==> src/iab_pkg.sv <==
// Constants for the indirect access bridge register group
package iab_pkg;
    localparam int ADDR_W = 8;
    localparam int DATA_W = 8;

    // Register offsets
    localparam logic [7:0] OFS_ANA_CTL   = 8'h40;
    localparam logic [7:0] OFS_ANA_OFS   = 8'h41;
    localparam logic [7:0] OFS_ANA_DATA  = 8'h42;
    localparam logic [7:0] OFS_IBUS_CTL  = 8'h48;
    localparam logic [7:0] OFS_IBUS_ADDR = 8'h49;
    localparam logic [7:0] OFS_IBUS_DATA = 8'h4b;
    localparam logic [7:0] OFS_BRG_CTL   = 8'h4f;
    localparam logic [7:0] OFS_BRG_STS   = 8'h50;

    // Reset values
    localparam logic [7:0] RST_ANA_CTL   = 8'h00;
    localparam logic [7:0] RST_ANA_OFS   = 8'h00;
    localparam logic [7:0] RST_ANA_DATA  = 8'h00;
    localparam logic [7:0] RST_IBUS_CTL  = 8'h00;
    localparam logic [7:0] RST_IBUS_ADDR = 8'h00;
    localparam logic [7:0] RST_IBUS_DATA = 8'h00;

    // Analog control fields
    localparam int ANA_SEL_LSB = 2;
    localparam int ANA_SEL_W   = 3;
    localparam int ANA_INC_BIT = 1;
    localparam int ANA_DIR_BIT = 0;
    localparam logic [2:0] ANA_SEL_OFF = 3'h0;
    localparam logic [2:0] ANA_SEL_RX  = 3'h4;
    localparam logic [2:0] ANA_SEL_TX  = 3'h5;

    // Internal bus control fields
    localparam int IBUS_SEL_LSB   = 3;
    localparam int IBUS_SEL_W     = 2;
    localparam int IBUS_INC_BIT   = 2;
    localparam int IBUS_START_BIT = 1;
    localparam int IBUS_EN_BIT    = 0;
    localparam logic [1:0] IBUS_SEL_CFG = 2'h2;
    localparam logic [1:0] IBUS_SEL_ID  = 2'h3;

    // Bridge control and status fields
    localparam int BRG_MAP_BIT    = 7;
    localparam int BRG_MODE_BIT   = 6;
    localparam int BRG_SWAP_BIT   = 5;
    localparam int BRG_RELOAD_BIT = 1;
    localparam int STS_PROT_BIT   = 5;
    localparam int STS_INIT_BIT   = 4;
    localparam int STS_CFG_BIT    = 2;
    localparam logic RST_SWAP     = 1'b0;
    localparam logic RST_RELOAD   = 1'b0;

    localparam logic [7:0] ADDR_INC = 8'h01;
endpackage

==> src/iab_bridge_regs.sv <==
// Indirect access and bridge control register group
//
// Behaviour
// - target select 000 off, 100 receiver, 101 transmitter
// - analog auto-increment adds one per access
// - direction bit 0 writes, 1 reads
// - eight-bit offset addresses every indirect access
// - data register write performs indirect write
// - data register read returns indirect read
// - internal target 10 config, 11 die identity
// - internal auto-increment adds one per read
// - start bit begins internal read into data
// - start bit self-clears when read completes
// - internal bus works only while enabled
// - map select 0 SPWG, 1 OpenLDI
// - map and pixel mode load from straps
// - pixel mode 0 dual, 1 single
// - swap uses secondary or exchanges ports
// - reload bit reloads configuration from memory
// - reload bit self-clears when reload done is signalled
// - configuration done precedes initialization done
// - status bit five shows pending protection interrupt
module iab_bridge_regs
    import iab_pkg::*;
(
    input  wire logic                    I_MCLK,
    input  wire logic                    I_RST_N,
    // Register port from the serial slave
    input  wire logic [ADDR_W-1:0]       I_REG_ADDR,
    input  wire logic                    I_REG_WR,
    input  wire logic [DATA_W-1:0]       I_REG_WDATA,
    input  wire logic                    I_REG_RD,
    output logic                         O_REG_READY,
    output logic                         O_REG_RVALID,
    output logic [DATA_W-1:0]            O_REG_RDATA,
    // Analog block indirect port
    output logic                         O_ANA_RX_SEL,
    output logic                         O_ANA_TX_SEL,
    output logic [ADDR_W-1:0]            O_ANA_ADDR,
    output logic [DATA_W-1:0]            O_ANA_WDATA,
    output logic                         O_ANA_WR,
    output logic                         O_ANA_RD,
    input  wire logic                    I_ANA_ACK,
    input  wire logic [DATA_W-1:0]       I_ANA_RDATA,
    // Internal configuration bus
    output logic                         O_IBUS_REQ,
    output logic [IBUS_SEL_W-1:0]        O_IBUS_SEL,
    output logic [ADDR_W-1:0]            O_IBUS_ADDR,
    input  wire logic                    I_IBUS_ACK,
    input  wire logic [DATA_W-1:0]       I_IBUS_RDATA,
    // Video receiver setup
    input  wire logic                    I_MODE_STRAP_ZERO,
    input  wire logic                    I_MODE_STRAP_ONE,
    output logic                         O_INPUT_BIT_MAP_SELECT,
    output logic                         O_INPUT_PIXEL_MODE,
    output logic                         O_USE_SECONDARY_PORT,
    output logic                         O_EXCHANGE_PORTS,
    // Configuration loader and status sources
    output logic                         O_CFG_RELOAD,
    input  wire logic                    I_RELOAD_DONE,
    input  wire logic                    I_CFG_DONE,
    input  wire logic                    I_INIT_DONE,
    input  wire logic                    I_PROT_IRQ
);
    import iab_pkg::*;

    typedef enum logic [1:0] {ST_IDLE, ST_ANA_WR, ST_ANA_RD} iab_state_t;

    iab_state_t              state;
    iab_state_t              next_state;

    logic [ANA_SEL_W-1:0]    ana_sel;
    logic                    ana_inc;
    logic                    ana_dir;
    logic [ADDR_W-1:0]       ana_ofs;
    logic [DATA_W-1:0]       ana_data;

    logic [IBUS_SEL_W-1:0]   ibus_sel;
    logic                    ibus_inc;
    logic                    ibus_start;
    logic                    ibus_en;
    logic [ADDR_W-1:0]       ibus_addr;
    logic [DATA_W-1:0]       ibus_data;

    logic                    map_sel;
    logic                    pix_mode;
    logic                    port_swap;
    logic                    reload;
    logic                    strap_taken;

    logic                    sts_prot;
    logic                    sts_cfg;
    logic                    sts_init;

    logic                    ibus_busy;
    logic                    ibus_done;
    logic [DATA_W-1:0]       ibus_rd_byte;

    // Access decode
    wire take_wr     = I_REG_WR && O_REG_READY;
    wire take_rd     = I_REG_RD && O_REG_READY && !I_REG_WR;
    wire wr_ana_ctl  = take_wr && (I_REG_ADDR == OFS_ANA_CTL);
    wire wr_ana_ofs  = take_wr && (I_REG_ADDR == OFS_ANA_OFS);
    wire wr_ana_data = take_wr && (I_REG_ADDR == OFS_ANA_DATA);
    wire wr_ibus_ctl = take_wr && (I_REG_ADDR == OFS_IBUS_CTL);
    wire wr_ibus_adr = take_wr && (I_REG_ADDR == OFS_IBUS_ADDR);
    wire wr_ibus_dat = take_wr && (I_REG_ADDR == OFS_IBUS_DATA);
    wire wr_brg_ctl  = take_wr && (I_REG_ADDR == OFS_BRG_CTL);
    wire rd_ana_data = take_rd && (I_REG_ADDR == OFS_ANA_DATA);

    // Only two select codes reach a block; the rest stay inert
    wire sel_rx    = (ana_sel == ANA_SEL_RX);
    wire sel_tx    = (ana_sel == ANA_SEL_TX);
    wire ana_valid = sel_rx || sel_tx;

    // Direction bit gates which kind of indirect access a data access makes
    wire ana_wr_go = wr_ana_data && ana_valid && !ana_dir;
    wire ana_rd_go = rd_ana_data && ana_valid && ana_dir;
    wire ana_fin   = (state != ST_IDLE) && I_ANA_ACK;

    wire ibus_tgt_ok = ibus_sel[1];
    wire ibus_launch = ibus_start && ibus_en && ibus_tgt_ok && !ibus_busy && !ibus_done;
    // A start that cannot run is dropped rather than left pending forever
    wire ibus_drop   = ibus_start && !(ibus_en && ibus_tgt_ok) && !ibus_busy;
    wire set_start   = wr_ibus_ctl && I_REG_WDATA[IBUS_START_BIT];
    wire set_reload  = wr_brg_ctl && I_REG_WDATA[BRG_RELOAD_BIT];

    wire [ADDR_W-1:0] ana_ofs_inc  = ana_ofs + ADDR_INC;
    wire [ADDR_W-1:0] ibus_adr_inc = ibus_addr + ADDR_INC;

    wire [7:0] ana_ctl_rd  = {3'h0, ana_sel, ana_inc, ana_dir};
    wire [7:0] ibus_ctl_rd = {3'h0, ibus_sel, ibus_inc, ibus_start, ibus_en};
    wire [7:0] brg_ctl_rd  = {map_sel, pix_mode, port_swap, 3'h0, reload, 1'b0};
    wire [7:0] brg_sts_rd  = {2'h0, sts_prot, sts_init, 1'b0, sts_cfg, 2'h0};

    logic [DATA_W-1:0] reg_mux;

    always_comb
    begin
        case (I_REG_ADDR)
            OFS_ANA_CTL:   reg_mux = ana_ctl_rd;
            OFS_ANA_OFS:   reg_mux = ana_ofs;
            OFS_ANA_DATA:  reg_mux = ana_data;
            OFS_IBUS_CTL:  reg_mux = ibus_ctl_rd;
            OFS_IBUS_ADDR: reg_mux = ibus_addr;
            OFS_IBUS_DATA: reg_mux = ibus_data;
            OFS_BRG_CTL:   reg_mux = brg_ctl_rd;
            OFS_BRG_STS:   reg_mux = brg_sts_rd;
            default:       reg_mux = '0;
        endcase
    end

    always_comb
    begin
        next_state = state;
        case (state)
            ST_IDLE:
            begin
                if (ana_wr_go)
                    next_state = ST_ANA_WR;
                else if (ana_rd_go)
                    next_state = ST_ANA_RD;
            end
            ST_ANA_WR,
            ST_ANA_RD:
            begin
                if (I_ANA_ACK)
                    next_state = ST_IDLE;
            end
            default: next_state = ST_IDLE;
        endcase
    end

    // Port stalls for the whole analog access
    always_ff @(posedge I_MCLK or negedge I_RST_N)
    begin
        if (!I_RST_N)
        begin
            state        <= ST_IDLE;
            O_REG_READY  <= 1'b0;
            O_REG_RVALID <= 1'b0;
            O_REG_RDATA  <= '0;
            O_ANA_WR     <= 1'b0;
            O_ANA_RD     <= 1'b0;
        end
        else
        begin
            state        <= next_state;
            O_REG_READY  <= (next_state == ST_IDLE);
            O_ANA_WR     <= (next_state == ST_ANA_WR);
            O_ANA_RD     <= (next_state == ST_ANA_RD);
            O_REG_RVALID <= (take_rd && !ana_rd_go) || (state == ST_ANA_RD && I_ANA_ACK);
            if (state == ST_ANA_RD && I_ANA_ACK)
                O_REG_RDATA <= I_ANA_RDATA;
            else if (take_rd)
                O_REG_RDATA <= reg_mux;
        end
    end

    // Analog indirect window
    always_ff @(posedge I_MCLK or negedge I_RST_N)
    begin
        if (!I_RST_N)
        begin
            ana_sel  <= RST_ANA_CTL[ANA_SEL_LSB +: ANA_SEL_W];
            ana_inc  <= RST_ANA_CTL[ANA_INC_BIT];
            ana_dir  <= RST_ANA_CTL[ANA_DIR_BIT];
            ana_ofs  <= RST_ANA_OFS;
            ana_data <= RST_ANA_DATA;
        end
        else
        begin
            if (wr_ana_ctl)
            begin
                ana_sel <= I_REG_WDATA[ANA_SEL_LSB +: ANA_SEL_W];
                ana_inc <= I_REG_WDATA[ANA_INC_BIT];
                ana_dir <= I_REG_WDATA[ANA_DIR_BIT];
            end
            if (wr_ana_ofs)
                ana_ofs <= I_REG_WDATA;
            else if (ana_fin && ana_inc)
                ana_ofs <= ana_ofs_inc;
            if (wr_ana_data)
                ana_data <= I_REG_WDATA;
            else if (state == ST_ANA_RD && I_ANA_ACK)
                ana_data <= I_ANA_RDATA;
        end
    end

    // Block selects, offset and write data as seen by the analog blocks
    always_ff @(posedge I_MCLK or negedge I_RST_N)
    begin
        if (!I_RST_N)
        begin
            O_ANA_RX_SEL <= 1'b0;
            O_ANA_TX_SEL <= 1'b0;
            O_ANA_ADDR   <= '0;
            O_ANA_WDATA  <= '0;
        end
        else if (state == ST_IDLE)
        begin
            // Held steady while an access is in flight
            O_ANA_RX_SEL <= (ana_wr_go || ana_rd_go) && sel_rx;
            O_ANA_TX_SEL <= (ana_wr_go || ana_rd_go) && sel_tx;
            O_ANA_ADDR   <= ana_ofs;
            O_ANA_WDATA  <= wr_ana_data ? I_REG_WDATA : ana_data;
        end
        else if (I_ANA_ACK)
        begin
            O_ANA_RX_SEL <= 1'b0;
            O_ANA_TX_SEL <= 1'b0;
        end
    end

    // Internal bus window
    always_ff @(posedge I_MCLK or negedge I_RST_N)
    begin
        if (!I_RST_N)
        begin
            ibus_sel   <= RST_IBUS_CTL[IBUS_SEL_LSB +: IBUS_SEL_W];
            ibus_inc   <= RST_IBUS_CTL[IBUS_INC_BIT];
            ibus_start <= RST_IBUS_CTL[IBUS_START_BIT];
            ibus_en    <= RST_IBUS_CTL[IBUS_EN_BIT];
            ibus_addr  <= RST_IBUS_ADDR;
            ibus_data  <= RST_IBUS_DATA;
        end
        else
        begin
            if (wr_ibus_ctl)
            begin
                ibus_sel <= I_REG_WDATA[IBUS_SEL_LSB +: IBUS_SEL_W];
                ibus_inc <= I_REG_WDATA[IBUS_INC_BIT];
                ibus_en  <= I_REG_WDATA[IBUS_EN_BIT];
            end
            // A new start written as the last read ends is kept
            if (set_start)
                ibus_start <= 1'b1;
            else if (ibus_done || ibus_drop)
                ibus_start <= 1'b0;
            // Address is latched at launch, so a late write cannot tear a read
            if (wr_ibus_adr)
                ibus_addr <= I_REG_WDATA;
            else if (ibus_done && ibus_inc)
                ibus_addr <= ibus_adr_inc;
            if (ibus_done)
                ibus_data <= ibus_rd_byte;
            else if (wr_ibus_dat)
                ibus_data <= I_REG_WDATA;
        end
    end

    iab_ibus_reader u_ibus_reader (
        .i_clk   (I_MCLK),
        .i_rst_n (I_RST_N),
        .i_start (ibus_launch),
        .i_sel   (ibus_sel),
        .i_addr  (ibus_addr),
        .i_ack   (I_IBUS_ACK),
        .i_rdata (I_IBUS_RDATA),
        .o_req   (O_IBUS_REQ),
        .o_sel   (O_IBUS_SEL),
        .o_addr  (O_IBUS_ADDR),
        .o_busy  (ibus_busy),
        .o_done  (ibus_done),
        .o_data  (ibus_rd_byte)
    );

    // Bridge control; straps are caught on the first edge after release
    always_ff @(posedge I_MCLK or negedge I_RST_N)
    begin
        if (!I_RST_N)
        begin
            strap_taken  <= 1'b0;
            map_sel      <= 1'b0;
            pix_mode     <= 1'b0;
            port_swap    <= RST_SWAP;
            reload       <= RST_RELOAD;
            O_CFG_RELOAD <= 1'b0;
        end
        else
        begin
            strap_taken  <= 1'b1;
            O_CFG_RELOAD <= set_reload;
            if (!strap_taken)
            begin
                map_sel  <= I_MODE_STRAP_ONE;
                pix_mode <= I_MODE_STRAP_ZERO;
            end
            else if (wr_brg_ctl)
            begin
                map_sel   <= I_REG_WDATA[BRG_MAP_BIT];
                pix_mode  <= I_REG_WDATA[BRG_MODE_BIT];
                port_swap <= I_REG_WDATA[BRG_SWAP_BIT];
            end
            if (set_reload)
                reload <= 1'b1;
            else if (I_RELOAD_DONE)
                reload <= 1'b0;
        end
    end

    // Receiver steering and status sampling
    always_ff @(posedge I_MCLK or negedge I_RST_N)
    begin
        if (!I_RST_N)
        begin
            O_INPUT_BIT_MAP_SELECT <= 1'b0;
            O_INPUT_PIXEL_MODE     <= 1'b0;
            O_USE_SECONDARY_PORT   <= 1'b0;
            O_EXCHANGE_PORTS       <= 1'b0;
            sts_prot               <= 1'b0;
            sts_cfg                <= 1'b0;
            sts_init               <= 1'b0;
        end
        else
        begin
            O_INPUT_BIT_MAP_SELECT <= map_sel;
            O_INPUT_PIXEL_MODE     <= pix_mode;
            O_USE_SECONDARY_PORT   <= port_swap && pix_mode;
            O_EXCHANGE_PORTS       <= port_swap && !pix_mode;
            sts_prot               <= I_PROT_IRQ;
            sts_cfg                <= I_CFG_DONE;
            // Initialization never reports done ahead of configuration
            sts_init               <= I_INIT_DONE && I_CFG_DONE;
        end
    end
endmodule

==> src/iab_ibus_reader.sv <==
// Single-read sequencer for the internal configuration bus
module iab_ibus_reader
    import iab_pkg::*;
(
    input  wire logic                    i_clk,
    input  wire logic                    i_rst_n,
    input  wire logic                    i_start,
    input  wire logic [IBUS_SEL_W-1:0]   i_sel,
    input  wire logic [ADDR_W-1:0]       i_addr,
    input  wire logic                    i_ack,
    input  wire logic [DATA_W-1:0]       i_rdata,
    output logic                         o_req,
    output logic [IBUS_SEL_W-1:0]        o_sel,
    output logic [ADDR_W-1:0]            o_addr,
    output logic                         o_busy,
    output logic                         o_done,
    output logic [DATA_W-1:0]            o_data
);
    import iab_pkg::*;

    always_ff @(posedge i_clk or negedge i_rst_n)
    begin
        if (!i_rst_n)
        begin
            o_req  <= 1'b0;
            o_sel  <= '0;
            o_addr <= '0;
            o_busy <= 1'b0;
            o_done <= 1'b0;
            o_data <= '0;
        end
        else
        begin
            o_done <= 1'b0;
            if (i_start && !o_busy)
            begin
                // Target and address frozen for the whole read
                o_req  <= 1'b1;
                o_sel  <= i_sel;
                o_addr <= i_addr;
                o_busy <= 1'b1;
            end
            else if (o_busy && i_ack)
            begin
                o_req  <= 1'b0;
                o_busy <= 1'b0;
                o_done <= 1'b1;
                o_data <= i_rdata;
            end
        end
    end
endmodule

==> config.mk <==
export PLATFORM = sky130hd
export DESIGN_NAME = iab_bridge_regs
export DESIGN_NICKNAME = d
export VERILOG_FILES = /design/src/iab_pkg.sv /design/src/iab_bridge_regs.sv /design/src/iab_ibus_reader.sv
export SDC_FILE = /design/constraint.sdc
export NUM_CORES = 1
export LEC_CHECK = 0
export ABC_CLOCK_PERIOD_IN_PS = 2800
export BUFFER_PORTS_ARGS = -buffer_cell sky130_fd_sc_hd__buf_2
export CORE_MARGIN = 8
export CORE_UTILIZATION = 50
export DETAILED_ROUTE_END_ITERATION = 8
export HOLD_SLACK_MARGIN = 0.12
export PLACE_DENSITY = 0.72
export SLEW_MARGIN = 20
export SYNTH_ARGS = -nofsm -noshare
export SYNTH_HDL_FRONTEND = slang
export SYNTH_HIERARCHICAL = 1
export SYNTH_SLANG_ARGS = --single-unit
==> constraint.sdc <==
create_clock -name I_MCLK -period 2.8 [get_ports I_MCLK]
set_input_delay 0.14 -clock I_MCLK [delete_from_list [all_inputs] [get_ports I_MCLK]]
set_output_delay 0.14 -clock I_MCLK [all_outputs]
set_load 0.1 [all_outputs]
# Word level (Yosys, flattened, before mapping)
# Index checks and enable logic that the tools add are counted.
[totals]
register_bits = 107
latch_bits = 0
ram_bits = 0
rom_bits = 0
in_bits = 44
out_inout_bits = 46
elab_cells = 150
memories = 0
[classes]
n_addsub = 2
mul = 0
n_div = 0
n_lt_le_gt_ge = 0
eq_ne = 15
shifts = 0
muxes = 31
bitwise = 1
reduce_logical = 62
[ops]
columns = ["op", "n"]
rows = [
  ["$mux 8", 11],
  ["$eq 8x7->1 const B", 8],
  ["$pmux 8 s8", 1],
  ["$logic_and 1x1->1", 36],
  ["$reduce_bool 2->1", 10],
  ["$add 8x1->8 const B", 2],
  ["$mux 1", 15],
  ["$logic_not 1->1", 7],
  ["$eq 3x3->1 const B", 2],
  ["$mux 2", 3],
  ["$eq 2x1->1 const B", 2],
  ["$eq 2x2->1 const B", 2],
  ["$logic_not 2->1", 2],
  ["$logic_or 1x1->1", 4],
  ["$pmux 2 s2", 1],
  ["$reduce_and 2->1", 2],
  ["$ne 2x1->1 const B", 1],
  ["$reduce_or 2->1", 1],
  ["$not 1->1", 1],
]

# Depth between registers and ports, before layout
# Gate-level depths: netlist (run 1).
[depth]
depth_word = 9
ltp_mapped = 9
ltp_nobuf = 7

# Modules after synthesis
# The synthesis (run 1) kept the hierarchy.
[by_module_without_submodules]
columns = ["mod", "n_inst", "cells_per_inst", "area_each_um2", "seq_area_each_um2"]
rows = [
  ["iab_bridge_regs", 1, 455, 4581.9, 2177.1],
  ["iab_ibus_reader", 1, 44, 785.8, 500.5],
]

# Least setup slack after synthesis (run 1)
# Ideal clock, no wire load.
[synth_path]
kind = "register to register"
from = "reg O_REG_READY"
to = "reg ibus_en"
setup_time_ns = 0.125
arrival_ns = 2.348
setup_slack_ns = 0.327
stages_incl_launch_ff = 5
period_less_slack_ns = 2.473
cell_sequence = "dfrtp_1 > nand2_1 > or4_4 > buf_6 > mux2_4"
[synth_via]
elab_chain_cells = 2
[synth_lines]
columns = ["item", "line", "text"]
rows = [
  ["start, declared", "iab_bridge_regs.sv:33", "output logic O_REG_READY,"],
  ["start signal, assigned", "iab_bridge_regs.sv:189", "O_REG_READY <= (next_state == ST_IDLE);"],
  ["$logic_and 1x1->1", "iab_bridge_regs.sv:100", "wire take_wr = I_REG_WR && O_REG_READY;"],
  ["$logic_and 1x1->1", "iab_bridge_regs.sv:105", "wire wr_ibus_ctl = take_wr && (I_REG_ADDR == OFS_IBUS_CTL);"],
  ["end signal, assigned", "iab_bridge_regs.sv:263", "ibus_en <= RST_IBUS_CTL[IBUS_EN_BIT];"],
  ["end signal, assigned", "iab_bridge_regs.sv:273", "ibus_en <= I_REG_WDATA[IBUS_EN_BIT];"],
  ["end, declared", "iab_bridge_regs.sv:81", "logic ibus_en;"],
]
# No other way between the ends.
# A chain may end at the register's enable or synchronous reset.

# Worst setup path in the final report (run 1)
[layout_path]
from = "reg state[0]"
to = "reg ana_ofs[7]"
[layout_via]
elab_chain_cells = 4
[layout_lines]
columns = ["item", "line", "text"]
rows = [
  ["start, declared", "iab_bridge_regs.sv:69", "iab_state_t state;"],
  ["start signal, assigned", "iab_bridge_regs.sv:188", "state <= next_state;"],
  ["$reduce_bool 2->1", "iab_bridge_regs.sv:119", "wire ana_fin = (state != ST_IDLE) && I_ANA_ACK;"],
  ["$logic_and 1x1->1", "iab_bridge_regs.sv:119", ""],
  ["$logic_and 1x1->1", "iab_bridge_regs.sv:221", "else if (ana_fin && ana_inc)"],
  ["$reduce_bool 2->1 (no source line)", "--", ""],
  ["end signal, assigned", "iab_bridge_regs.sv:222", "ana_ofs <= ana_ofs_inc;"],
  ["end, declared", "iab_bridge_regs.sv:75", "logic [ADDR_W-1:0] ana_ofs;"],
]
# No other way between the ends.

==> results of run 1 <==
power breakdown:
group / switching, mW / total [mW] / leakage, nW / internal (mW)
combinational: 0.483 / 0.668 / 1.51 / 0.186
clock: 0.539 / 0.940 / 0.0952 / 0.401
sequential: 0.0897 / 1.72 / 1.42 / 1.63
routing by layer:
metal	vias up	GRT usage, %	part of all wire, %
li1	2014	-	-
met1	2092	26.82	43
met2	127	33.25	48
met3	24	4.932	6.5
met4	2	8.665	2.1
met5	-	0	0.089
how the worst max path moves through the flow:
stage / start / endpoint / slack, ns / depth (start not counted)
floorplan: O_REG_READY / ibus_en / 0.33 / 4
global placement: I_REG_ADDR[4] / O_ANA_WDATA[2] / 0.49 / 7
detailed placement: I_REG_ADDR[4] / O_ANA_WDATA[2] / 0.42 / 7
CTS: state[0] / ana_ofs[7] / 0.53 / 8
global route: state[0] / ana_ofs[7] / 0.33 / 8
finish: state[0] / ana_ofs[7] / 0.50 / 8
layout make-up:
cell class	count	area [um^2]
sequential	107	2678
timing repair buffer	132	850.8
inverter	6	22.52
clock buffer	12	165.2
multi-input combinational	359	2520
fill	923	4204
antenna	1	2.502
tap	140	175.2
clock inverter	4	32.53
layout by cell type (no fill, tap or decap), drive strengths merged, types with 5 or more instances in the layout:
| master | instances |
|---|---|
| inv | 7 |
| nand2 | 57 |
| nand3 | 11 |
| ha | 5 |
| nor3b | 5 |
| a21oi | 25 |
| nor2 | 41 |
| clkbuf | 12 |
| xor2 | 8 |
| nor2b | 5 |
| nor3 | 10 |
| mux2i | 25 |
| o21ai | 34 |
| buf | 100 |
| mux2 | 43 |
| dfrtp | 107 |
| xnor2 | 6 |
| nand2b | 6 |
| a31oi | 8 |
| a22oi | 11 |
| and2 | 6 |
| dlygate4sd3 | 32 |
| and3 | 5 |
repair_timing:
item	in CTS	in global routing
endpoints found under the hold margin	94	0
hold buffers	32	0
setup buffers	0	0
cell families after synthesis:
logic type	count (synthesis)	synth area share, %
xor+xnor	14	2.284
compound gates	106	12.28
buf+inv	33	3.310
fa+ha+maj	5	1.166
flops	107	49.88
simple gates	165	16.34
other cells	1	0.06986
mux	68	14.66
tightest hold or removal path, delay by kind of cell:
family                 cells  cell delay (ns)
and+or+nand+nor            1             0.08
buffers and inverters      1             0.19
AOI/OAI and AO/OA          1             0.07
registers in the layout (all words and copies together), names as in the netlist, 2 cells and up:
register and cells:
ibus_sel 2, ana_data 8, state 2, O_ANA_WDATA 8, ibus_addr 8, u_ibus_reader/o_sel 2
O_REG_RDATA 8, ana_ofs 8, ana_sel 3, u_ibus_reader/o_data 8, O_ANA_ADDR 8, ibus_data 8
u_ibus_reader/o_addr 8
metrics by stage:
| stage | hold WS (ns) | instances | power [mW] |
|---|---|---|---|
| after global placement | 0.2484 | 712 | 2.376 |
| final | 0.1342 | 761 | 3.333 |
| after global routing | 0.1418 | 761 | 3.466 |
| after detailed placement | 0.2497 | 712 | 2.390 |
| after CTS | 0.1260 | 760 | 3.354 |
| after floorplan | -0.1556 | 499 | 2.185 |
==> metrics, run 1 <==
Final Critical Period=between 2 and 2.5 ns; synthesized instance count=499; gr ovfl total=0; Synth area leader=dfrtp_1; final hold violations=0; status=complete, no violations; Root Buffer=clkbuf_8; reg2reg start=state[0]; max_cap viols=0; Mapped Nets=around 550; synth top area cells=dfrtp_1 (50%), mux2_2 (6.1%), mux2i_1 (4.7%), mux2_4 (3.9%), nand2_1 (3.8%); CTS Buffer Depth=2; Site Rows=38; slowest stage delay, CP=0.56 ns; fin worst setup slack=~0.50 ns; vias=around 4300; most common cell in the netlist=dfrtp_1; startpoint types=flip-flop; worst r2r path cells=8; Worst-Margin Slew=~0.75 ns; Placeable Area=approximately 11000 um^2; worst setup path class=flip-flop to flip-flop; final count of pins violating max slew=0; die height=about 120 um; Die Wd=about 120 um; Top FF cell, synth=dfrtp_1; initial antenna violation count=2; fraction of layout instances using a drive strength above 1=about 28%; Starting Density=around half; dpl hpwl=around 11000 um; Synth top area share=49.88%; CP Cell Sequence=inv_1 -> ha_1 -> and4b_1 -> nand3_1 -> nor2_1 -> xnor2_1 -> a21oi_1 -> dlygate4sd3_1; DRC violation count after routing=0; first-pass GRT wire length=roughly 24000 um; crit path buf inv count=2; Fmax achieved=around 430 MHz; top cells by count, synth=dfrtp_1 (107), nand2_1 (55), nor2_1 (40); Clock Sinks=~110; Final GP Congestion=approximately 0.90; vias per cell=around 5.6; largest net degree at the start of global routing=60; Slew headroom=between 40% and 50%; num ports=90; Worst-Skew Late Latency=approximately 0.39 ns; H-tree level count=3; Final nets=664; CTS tree=done; Place WS=approximately 0.42 ns; CTS resizes=0; synth warn=6; Num CTS Buffers=9; Worst Hold End=ibus_addr[1]; die area=around 14000 um^2; Routed WL=~15000 um; GRT Util Overall=a little over a fifth; synth-to-layout area growth=20.09%; Syn Std Cell Area=approximately 5400 um^2; unrepaired setup endpoints after global routing=false; Initial DRC Count=roughly 300; #FFs+latches synth=between 100 and 150; wire per inst=between 15 and 20 um; vias in the first global route=about 4300; HP Class=primary input to flip-flop; setup TNS=0 ns; PD cells=between 500 and 600 nW/um^2; hold path depth=3; ANT nets after route=0; worst reg-to-reg setup slack=0.50 ns; detailed-router iteration count before antenna repair=4; Slowest cell on crit path=dlygate4sd3_1; Leak=between 3 and 4 nW; sequential area share after synthesis=around half; EDFF count, synth=0; Critical Path AT=roughly 2.6 ns; delay-heaviest family, CP=simple AND/OR/NAND/NOR gates; Worst-path clk slew=~0.1 ns; Tcrit/Tclk final=between 80 and 90%; worst clock skew=about 0.0077 ns; FF-to-FF End=ana_ofs[7]; Worst setup EP type=flip-flop; largest vdd supply drop=0.2966 mV; Critical Path Fanout Max=7; placed cell areas=around 5900 um^2; Design Area, Final=between 6000 and 7000 um^2; number of distinct library cells after synthesis=60; Synth async-reset ratio=between 90% and 100%; Hold Path Origin=I_REG_WDATA[1]; Syn Area/Cell=between 10 and 15 um^2; final core occ=roughly three fifths; Port Buf Inserts=a little under 90; critical path required time=3.07 ns; Final Setup Violations=0
Power figures use the tool's default switching activity.
==> run 2, diff against run 1 <==
--- a/config.mk
+++ b/config.mk
@@ -5,13 +5,13 @@
 export SDC_FILE = /design/constraint.sdc
 export NUM_CORES = 1
 export LEC_CHECK = 0
-export ABC_CLOCK_PERIOD_IN_PS = 2800
+export ABC_CLOCK_PERIOD_IN_PS = 2000
 export BUFFER_PORTS_ARGS = -buffer_cell sky130_fd_sc_hd__buf_2
 export CORE_MARGIN = 8
 export CORE_UTILIZATION = 50
 export DETAILED_ROUTE_END_ITERATION = 8
 export HOLD_SLACK_MARGIN = 0.12
-export PLACE_DENSITY = 0.72
+export PLACE_DENSITY = 0.75
 export SLEW_MARGIN = 20
 export SYNTH_ARGS = -nofsm -noshare
 export SYNTH_HDL_FRONTEND = slang
==> constraint.sdc (replaced) <==
create_clock -name I_MCLK -period 2 [get_ports I_MCLK]
set_input_delay 0.1 -clock I_MCLK [delete_from_list [all_inputs] [get_ports I_MCLK]]
set_output_delay 0.1 -clock I_MCLK [all_outputs]
set_load 0.1 [all_outputs]
==> run 2 against run 1 <==
Via count up 2.0%; combinational power up 44%; clock skew rose by 0.0036 ns; flip-flop and latch count unchanged; global-route usage is 0.24 points higher; worst hold slack better by 0.0080 ns; fmax increased by 20%; first-iteration DRC count grew 26%; clock power grew 76%; clock-buffer cell count is the same; highest routed layer unchanged.
==> metrics, run 2 (synthesized netlist as in run 1, its figures left out) <==
status=complete, no violations; Clock Sinks=107 (unchanged); P_int=3.466 mW (+56%); Fillers=877 (-5.0%); delay-heaviest family, CP=simple AND/OR/NAND/NOR gates; diodes inserted=0 (-1); Worst-Skew Late Latency=0.38 ns (about the same); die height=119.6 um (unchanged); PD cells=748.3 nW/um^2 (+45%); Worst-path clk slew=0.10 ns (about the same); critical path required time=2.30 ns (-0.77 ns); Final Critical Period=1.920 ns (-0.3803 ns); synth-to-layout area growth=24.96%; ANT nets after route=0 (unchanged); vias=4345 (+2.0%); Sw Ratio=30.95% (-2.4 points); initial antenna violation count=2 (unchanged); crit path buf inv count=1 (-1); num ports=90 (unchanged); most frequent cells in the layout=dfrtp_1 (106), buf_2 (88), nand2_1 (55); Final Setup Violations=0 (unchanged); Num CTS Buffers=9 (unchanged); worst setup path class=flip-flop to flip-flop; CTS tree=done; wire per inst=19.13 um (-0.57%); H-tree level count=3 (unchanged); Critical Path Fanout Max=2 (-5); switching pwr=1.554 mW (+40%); Post-CTS Repair Setup Buffers=0 (unchanged); HP Class=primary input to flip-flop; Leak=3.171 nW (+4.9%); Placeable Area=10650 um^2 (unchanged); Final GP Congestion=0.9037 (+0.32%); hold_ws=0.1422 ns (+0.007959 ns); Place WS=-0.01256 ns (-0.4276 ns); CTS Buffer Depth=2 (unchanged); Design Area, Final=6708 um^2 (+4.1%); max_cap viols=0 (unchanged); die area=14310 um^2 (unchanged); first-pass GRT wire length=24050 um (+2.3%); detailed-router iteration count before antenna repair=5 (+1); Port Buf Inserts=89 (unchanged); unrepaired setup endpoints after global routing=true; GRT Util Overall=21.11% (+0.24 points); slowest stage delay, CP=0.44 ns (-0.12 ns); Clock power frac=32.9% (+4.7 points); placed cell areas=6125 um^2 (+3.5%); fraction of layout instances using a drive strength above 1=30.69% (+2.6 points); Critical Path AT=2.22 ns (-0.35 ns); gr ovfl total=0 (unchanged); largest net degree at the start of global routing=40 (-33%); final count of pins violating max slew=0 (unchanged); Starting Density=50.40% (unchanged); most common cell after layout, fill and taps aside=dfrtp_1; Site Rows=38 (unchanged); startpoint types=flip-flop; worst clock skew=0.01137 ns (+0.003650 ns); Slowest cell on crit path=or4_4; Final nets=686 (+3.3%); Initial DRC Count=380 (+26%); Die Wd=119.6 um (unchanged); logic gate share of total power=19.2% (-0.9 points); DRC violation count after routing=0 (unchanged); vias per cell=5.556 (-0.72%); Worst setup EP type=flip-flop; Tcrit/Tclk final=96.02% (+14 points); largest vdd supply drop=0.3381 mV (+14%); dpl hpwl=10850 um (+0.87%); CP Cell Sequence=nand3b_1 -> nor4b_2 -> buf_4 -> o31ai_1 -> or4_4 -> o21ai_0; Fmax achieved=520.7 MHz (+20%); Root Buffer=clkbuf_8; worst reg-to-reg setup slack=0.08 ns (-0.42 ns); vias in the first global route=4468 (+3.0%); Routed WL=14960 um (+2.2%); final hold violations=0 (unchanged); register share of total power=47.9% (-3.8 points); fin worst setup slack=0.07959 ns (-0.4197 ns)
## run 2: cell types whose count changed in the layout (fill, tap and decap cells not counted), sizes merged
cell / before / now
buf: 100 / 122
bufinv: 0 / 3
clkinv: 1 / 0
clkinvlp: 2 / 1
diode: 1 / 0
inv: 7 / 6
## run 2: power groups by stage
| stage | clock, mW | combinational [mW] | sequential, mW |
|---|---|---|---|
| final | 1.65 | 0.965 | 2.41 |
| after global routing | 1.75 | 1.02 | 2.42 |
| after CTS | 1.65 | 0.967 | 2.40 |
| after detailed placement | 0 | 0.918 | 2.45 |
| after global placement | 0 | 0.901 | 2.44 |
| after floorplan | 0 | 0.262 | 2.80 |
## run 2: stage by stage
step	instances	util, %	power [mW]	setup TNS [ns]
6_report	782	62.98	5.020	0
5_1_grt	782	62.98	5.195	-0.01348
4_1_cts	782	62.89	5.025	0
3_5_place_dp	734	57.51	3.365	-0.04286
3_3_place_gp	734	57.51	3.343	0
2_1_floorplan	499	-	3.060	0
## run 2: layout make-up
type,count,area [um^2],share of cell area (%)
tap,140,175.2,2.611
clock buffer,12,155.1,2.313
clock inverter,4,97.59,1.455
multi-input combinational,359,2522,37.60
timing repair buffer,154,1054,15.71
sequential,107,2681,39.97
inverter,6,22.52,0.3358
## run 2: final timing paths
| kind | depth (start not counted) | start | end |
|---|---|---|---|
| max | 6 | O_REG_READY | O_REG_RDATA[0] |
| min | 4 | I_ANA_ACK | O_ANA_RX_SEL |
| max reg2reg | 6 | O_REG_READY | O_REG_RDATA[0] |
| min reg2reg | 0 | map_sel | O_INPUT_BIT_MAP_SELECT |
| max in group asynchronous | 3 | I_RST_N | O_ANA_ADDR[4] |
| min in group asynchronous | 2 | I_RST_N | u_ibus_reader/o_busy |
## run 2: layer usage
| layer | part of all wire [%] | GRT usage, % | up-vias |
|---|---|---|---|
| met3 | 5.6 | 4.321 | 26 |
| met4 | 1.8 | 7.963 | 4 |
| li1 | - | - | 2060 |
| met1 | 45 | 27.66 | 2124 |
| met2 | 48 | 33.85 | 131 |
| met5 | 0.18 | 0 | - |
## run 2: worst reg2reg max path: cells and delay by family (launching register included)
kind / cells / cell delay (ns)
AO/OA/AOI/OAI: 2 / 0.25
buffers and inverters: 1 / 0.16
AND/OR/NAND/NOR: 3 / 1.01
flip-flops: 1 / 0.41
## run 2: what timing repair did
| action | in CTS | in global routing |
|---|---|---|
| endpoints found under the hold margin | 159 | 0 |
| endpoints found under the setup margin | 0 | 2 |
| hold buffers | 32 | 0 |
| resized for setup | 0 | 2 |
==> run 3, diff against run 2 <==
--- a/config.mk
+++ b/config.mk
@@ -11,6 +11,7 @@
 export CORE_UTILIZATION = 50
 export DETAILED_ROUTE_END_ITERATION = 8
 export HOLD_SLACK_MARGIN = 0.12
+export MAX_ROUTING_LAYER = met4
 export PLACE_DENSITY = 0.75
 export SLEW_MARGIN = 20
 export SYNTH_ARGS = -nofsm -noshare
==> run 3 against run 2 <==
Worst hold slack better by 0.014 ns; routed wire length shrank 2.7%; clock skew barely moved; combinational power shrank 0.5%; clock power fell by 14%; largest cell class unchanged.
==> metrics, run 3 (synthesized netlist as in run 1, its figures left out) <==
status=complete, no violations; slowest stage delay, CP=0.48 ns (+0.04 ns); Tcrit/Tclk final=93.25% (-2.8 points); first-pass GRT wire length=23250 um (-3.3%); unrepaired setup endpoints after global routing=false; Hold Path Origin=I_ANA_ACK; Place WS=-0.04900 ns (-0.03644 ns); Port Buf Inserts=89 (unchanged); Die Wd=119.6 um (unchanged); final hold violations=0 (unchanged); worst clock skew=0.01114 ns (-0.0002307 ns); max_cap viols=0 (unchanged); Fillers=878 (+0.11%); FF-to-FF End=O_ANA_RD; register area=2681 um^2 (unchanged); Routed WL=14560 um (-2.7%); fin worst setup slack=0.1350 ns (+0.05540 ns); Worst-Skew Late Latency=0.38 ns (about the same); wire per inst=18.69 um (-2.3%); most frequent cells in the layout=dfrtp_1 (106), buf_2 (88), nand2_1 (55); PD cells=722.2 nW/um^2 (-3.5%); Final nets=682 (-0.58%); Multi-input gate area=2514 um^2 (-0.35%); DRC violation count after routing=0 (unchanged); critical path required time=2.29 ns (about the same); register share of total power=50.3% (+2.4 points); CTS Buffer Depth=2 (unchanged); GRT Util Overall=21.03% (-0.079 points); hold path depth=4 (unchanged); vias per cell=5.659 (+1.8%); largest net degree at the start of global routing=45 (+13%); Critical Path Fanout Max=6 (+4); Clock power frac=29.7% (-3.2 points); delay-heaviest family, CP=simple AND/OR/NAND/NOR gates; vias=4408 (+1.4%); Clock Sinks=107 (unchanged); Site Rows=38 (unchanged); Num CTS Buffers=9 (unchanged); Worst-Margin Slew=between 0.5 and 0.6 ns; P_int=3.265 mW (-5.8%); Placeable Area=10650 um^2 (unchanged); logic gate share of total power=20.1% (+0.9 points); H-tree level count=3 (unchanged); HP Class=primary input to flip-flop; Worst-path clk slew=0.10 ns (about the same); Fmax achieved=536.2 MHz (+3.0%); Slew headroom=60.22%; Initial DRC Count=345 (-9.2%); Post-CTS Repair Setup Buffers=0 (unchanged); CP Cell Sequence=buf_4 -> nand2_1 -> and4b_1 -> a22o_1 -> nor2_1 -> nor3b_1; Final Critical Period=1.865 ns (-0.05540 ns); Final Setup Violations=0 (unchanged); vias in the first global route=4433 (-0.78%); num ports=90 (unchanged); worst reg-to-reg setup slack=0.13 ns (+0.06 ns); Leak=3.125 nW (-1.5%); initial antenna violation count=1 (-1); Final GP Congestion=0.9156 (+1.3%); worst r2r path cells=6 (unchanged); crit path buf inv count=1 (unchanged); synth-to-layout area growth=23.47%; setup TNS=0 ns (unchanged); Critical Path AT=2.15 ns (-0.07 ns); startpoint types=flip-flop; worst setup path class=flip-flop to flip-flop; gr ovfl total=0 (unchanged); Slowest cell on crit path=dfrtp_4; die height=119.6 um (unchanged); reg2reg start=O_REG_READY; final count of pins violating max slew=0 (unchanged); Starting Density=50.40% (unchanged); Sw Ratio=31.78% (+0.82 points); Worst Hold End=O_ANA_RX_SEL; Worst setup EP type=flip-flop; largest vdd supply drop=0.5037 mV (+49%); detailed-router iteration count before antenna repair=5 (unchanged); fraction of layout instances using a drive strength above 1=29.94% (-0.75 points); dpl hpwl=10720 um (-1.2%); CTS tree=done; ANT nets after route=0 (unchanged); Root Buffer=clkbuf_8; die area=14310 um^2 (unchanged); switching pwr=1.521 mW (-2.1%); most common cell after layout, fill and taps aside=dfrtp_1
[run 3: through the flow]
| stage | util [%] | cells | total power [mW] | hold slack [ns] | area (um^2) |
|---|---|---|---|---|---|
| 2_1_floorplan | - | 499 | 3.060 | -0.1956 | 5371 |
| 3_3_place_gp | 57.23 | 730 | 3.341 | 0.1371 | 6095 |
| 3_5_place_dp | 57.23 | 730 | 3.362 | 0.1459 | 6095 |
| 4_1_cts | 62.19 | 778 | 4.807 | 0.1378 | 6624 |
| 5_1_grt | 62.23 | 779 | 4.961 | 0.1813 | 6628 |
| 6_report | 62.23 | 779 | 4.786 | 0.1561 | 6628 |
[run 3: how the worst max path moves through the flow]
stage | from | endpoint | slack, ns | cells past startpoint
floorplan | I_REG_ADDR[4] | ibus_en | 0.04 | 8
finish | O_REG_READY | O_ANA_RD | 0.13 | 6
global route | O_REG_READY | O_ANA_RD | 0.05 | 6
CTS | state[0] | O_REG_RDATA[0] | 0.11 | 5
detailed placement | I_REG_ADDR[5] | ana_sel[0] | -0.05 | 5
global placement | I_REG_ADDR[5] | ana_inc | -0.01 | 5
[run 3: per-layer routing]
metal,track usage [%],up-vias,part of all wire (%)
met5,-,-,0
met4,9.133,0,3.3
met3,4.603,33,7.7
met2,32.62,186,46
met1,26.05,2141,43
li1,-,2048,-
[run 3: layout make-up]
type / count / share of cell area, %
clock inverter: 5 / 1.170
clock buffer: 11 / 1.982
multi-input combinational: 359 / 37.93
sequential: 107 / 40.46
tap: 140 / 2.643
inverter: 6 / 0.3398
antenna: 1 / 0.03776
timing repair buffer: 150 / 15.44
[run 3: timing repair]
item | CTS | global route
hold buffers | 32 | 0
gates resized for setup | 0 | 1
endpoints found under the hold margin | 93 | 0
endpoints found under the setup margin | 0 | 3
[run 3: worst min-delay path, delay by kind of cell]
kind	cells	cell delay, ns
compound gates	1	0.06
simple gates	2	0.15
buf+inv	1	0.19
[run 3: power by group through the flow]
stage | logic, mW | clock network [mW] | registers [mW]
floorplan | 0.262 | 0 | 2.80
detailed placement | 0.914 | 0 | 2.45
CTS | 0.964 | 1.44 | 2.41
global route | 1.02 | 1.52 | 2.42
global placement | 0.899 | 0 | 2.44
finish | 0.960 | 1.42 | 2.41
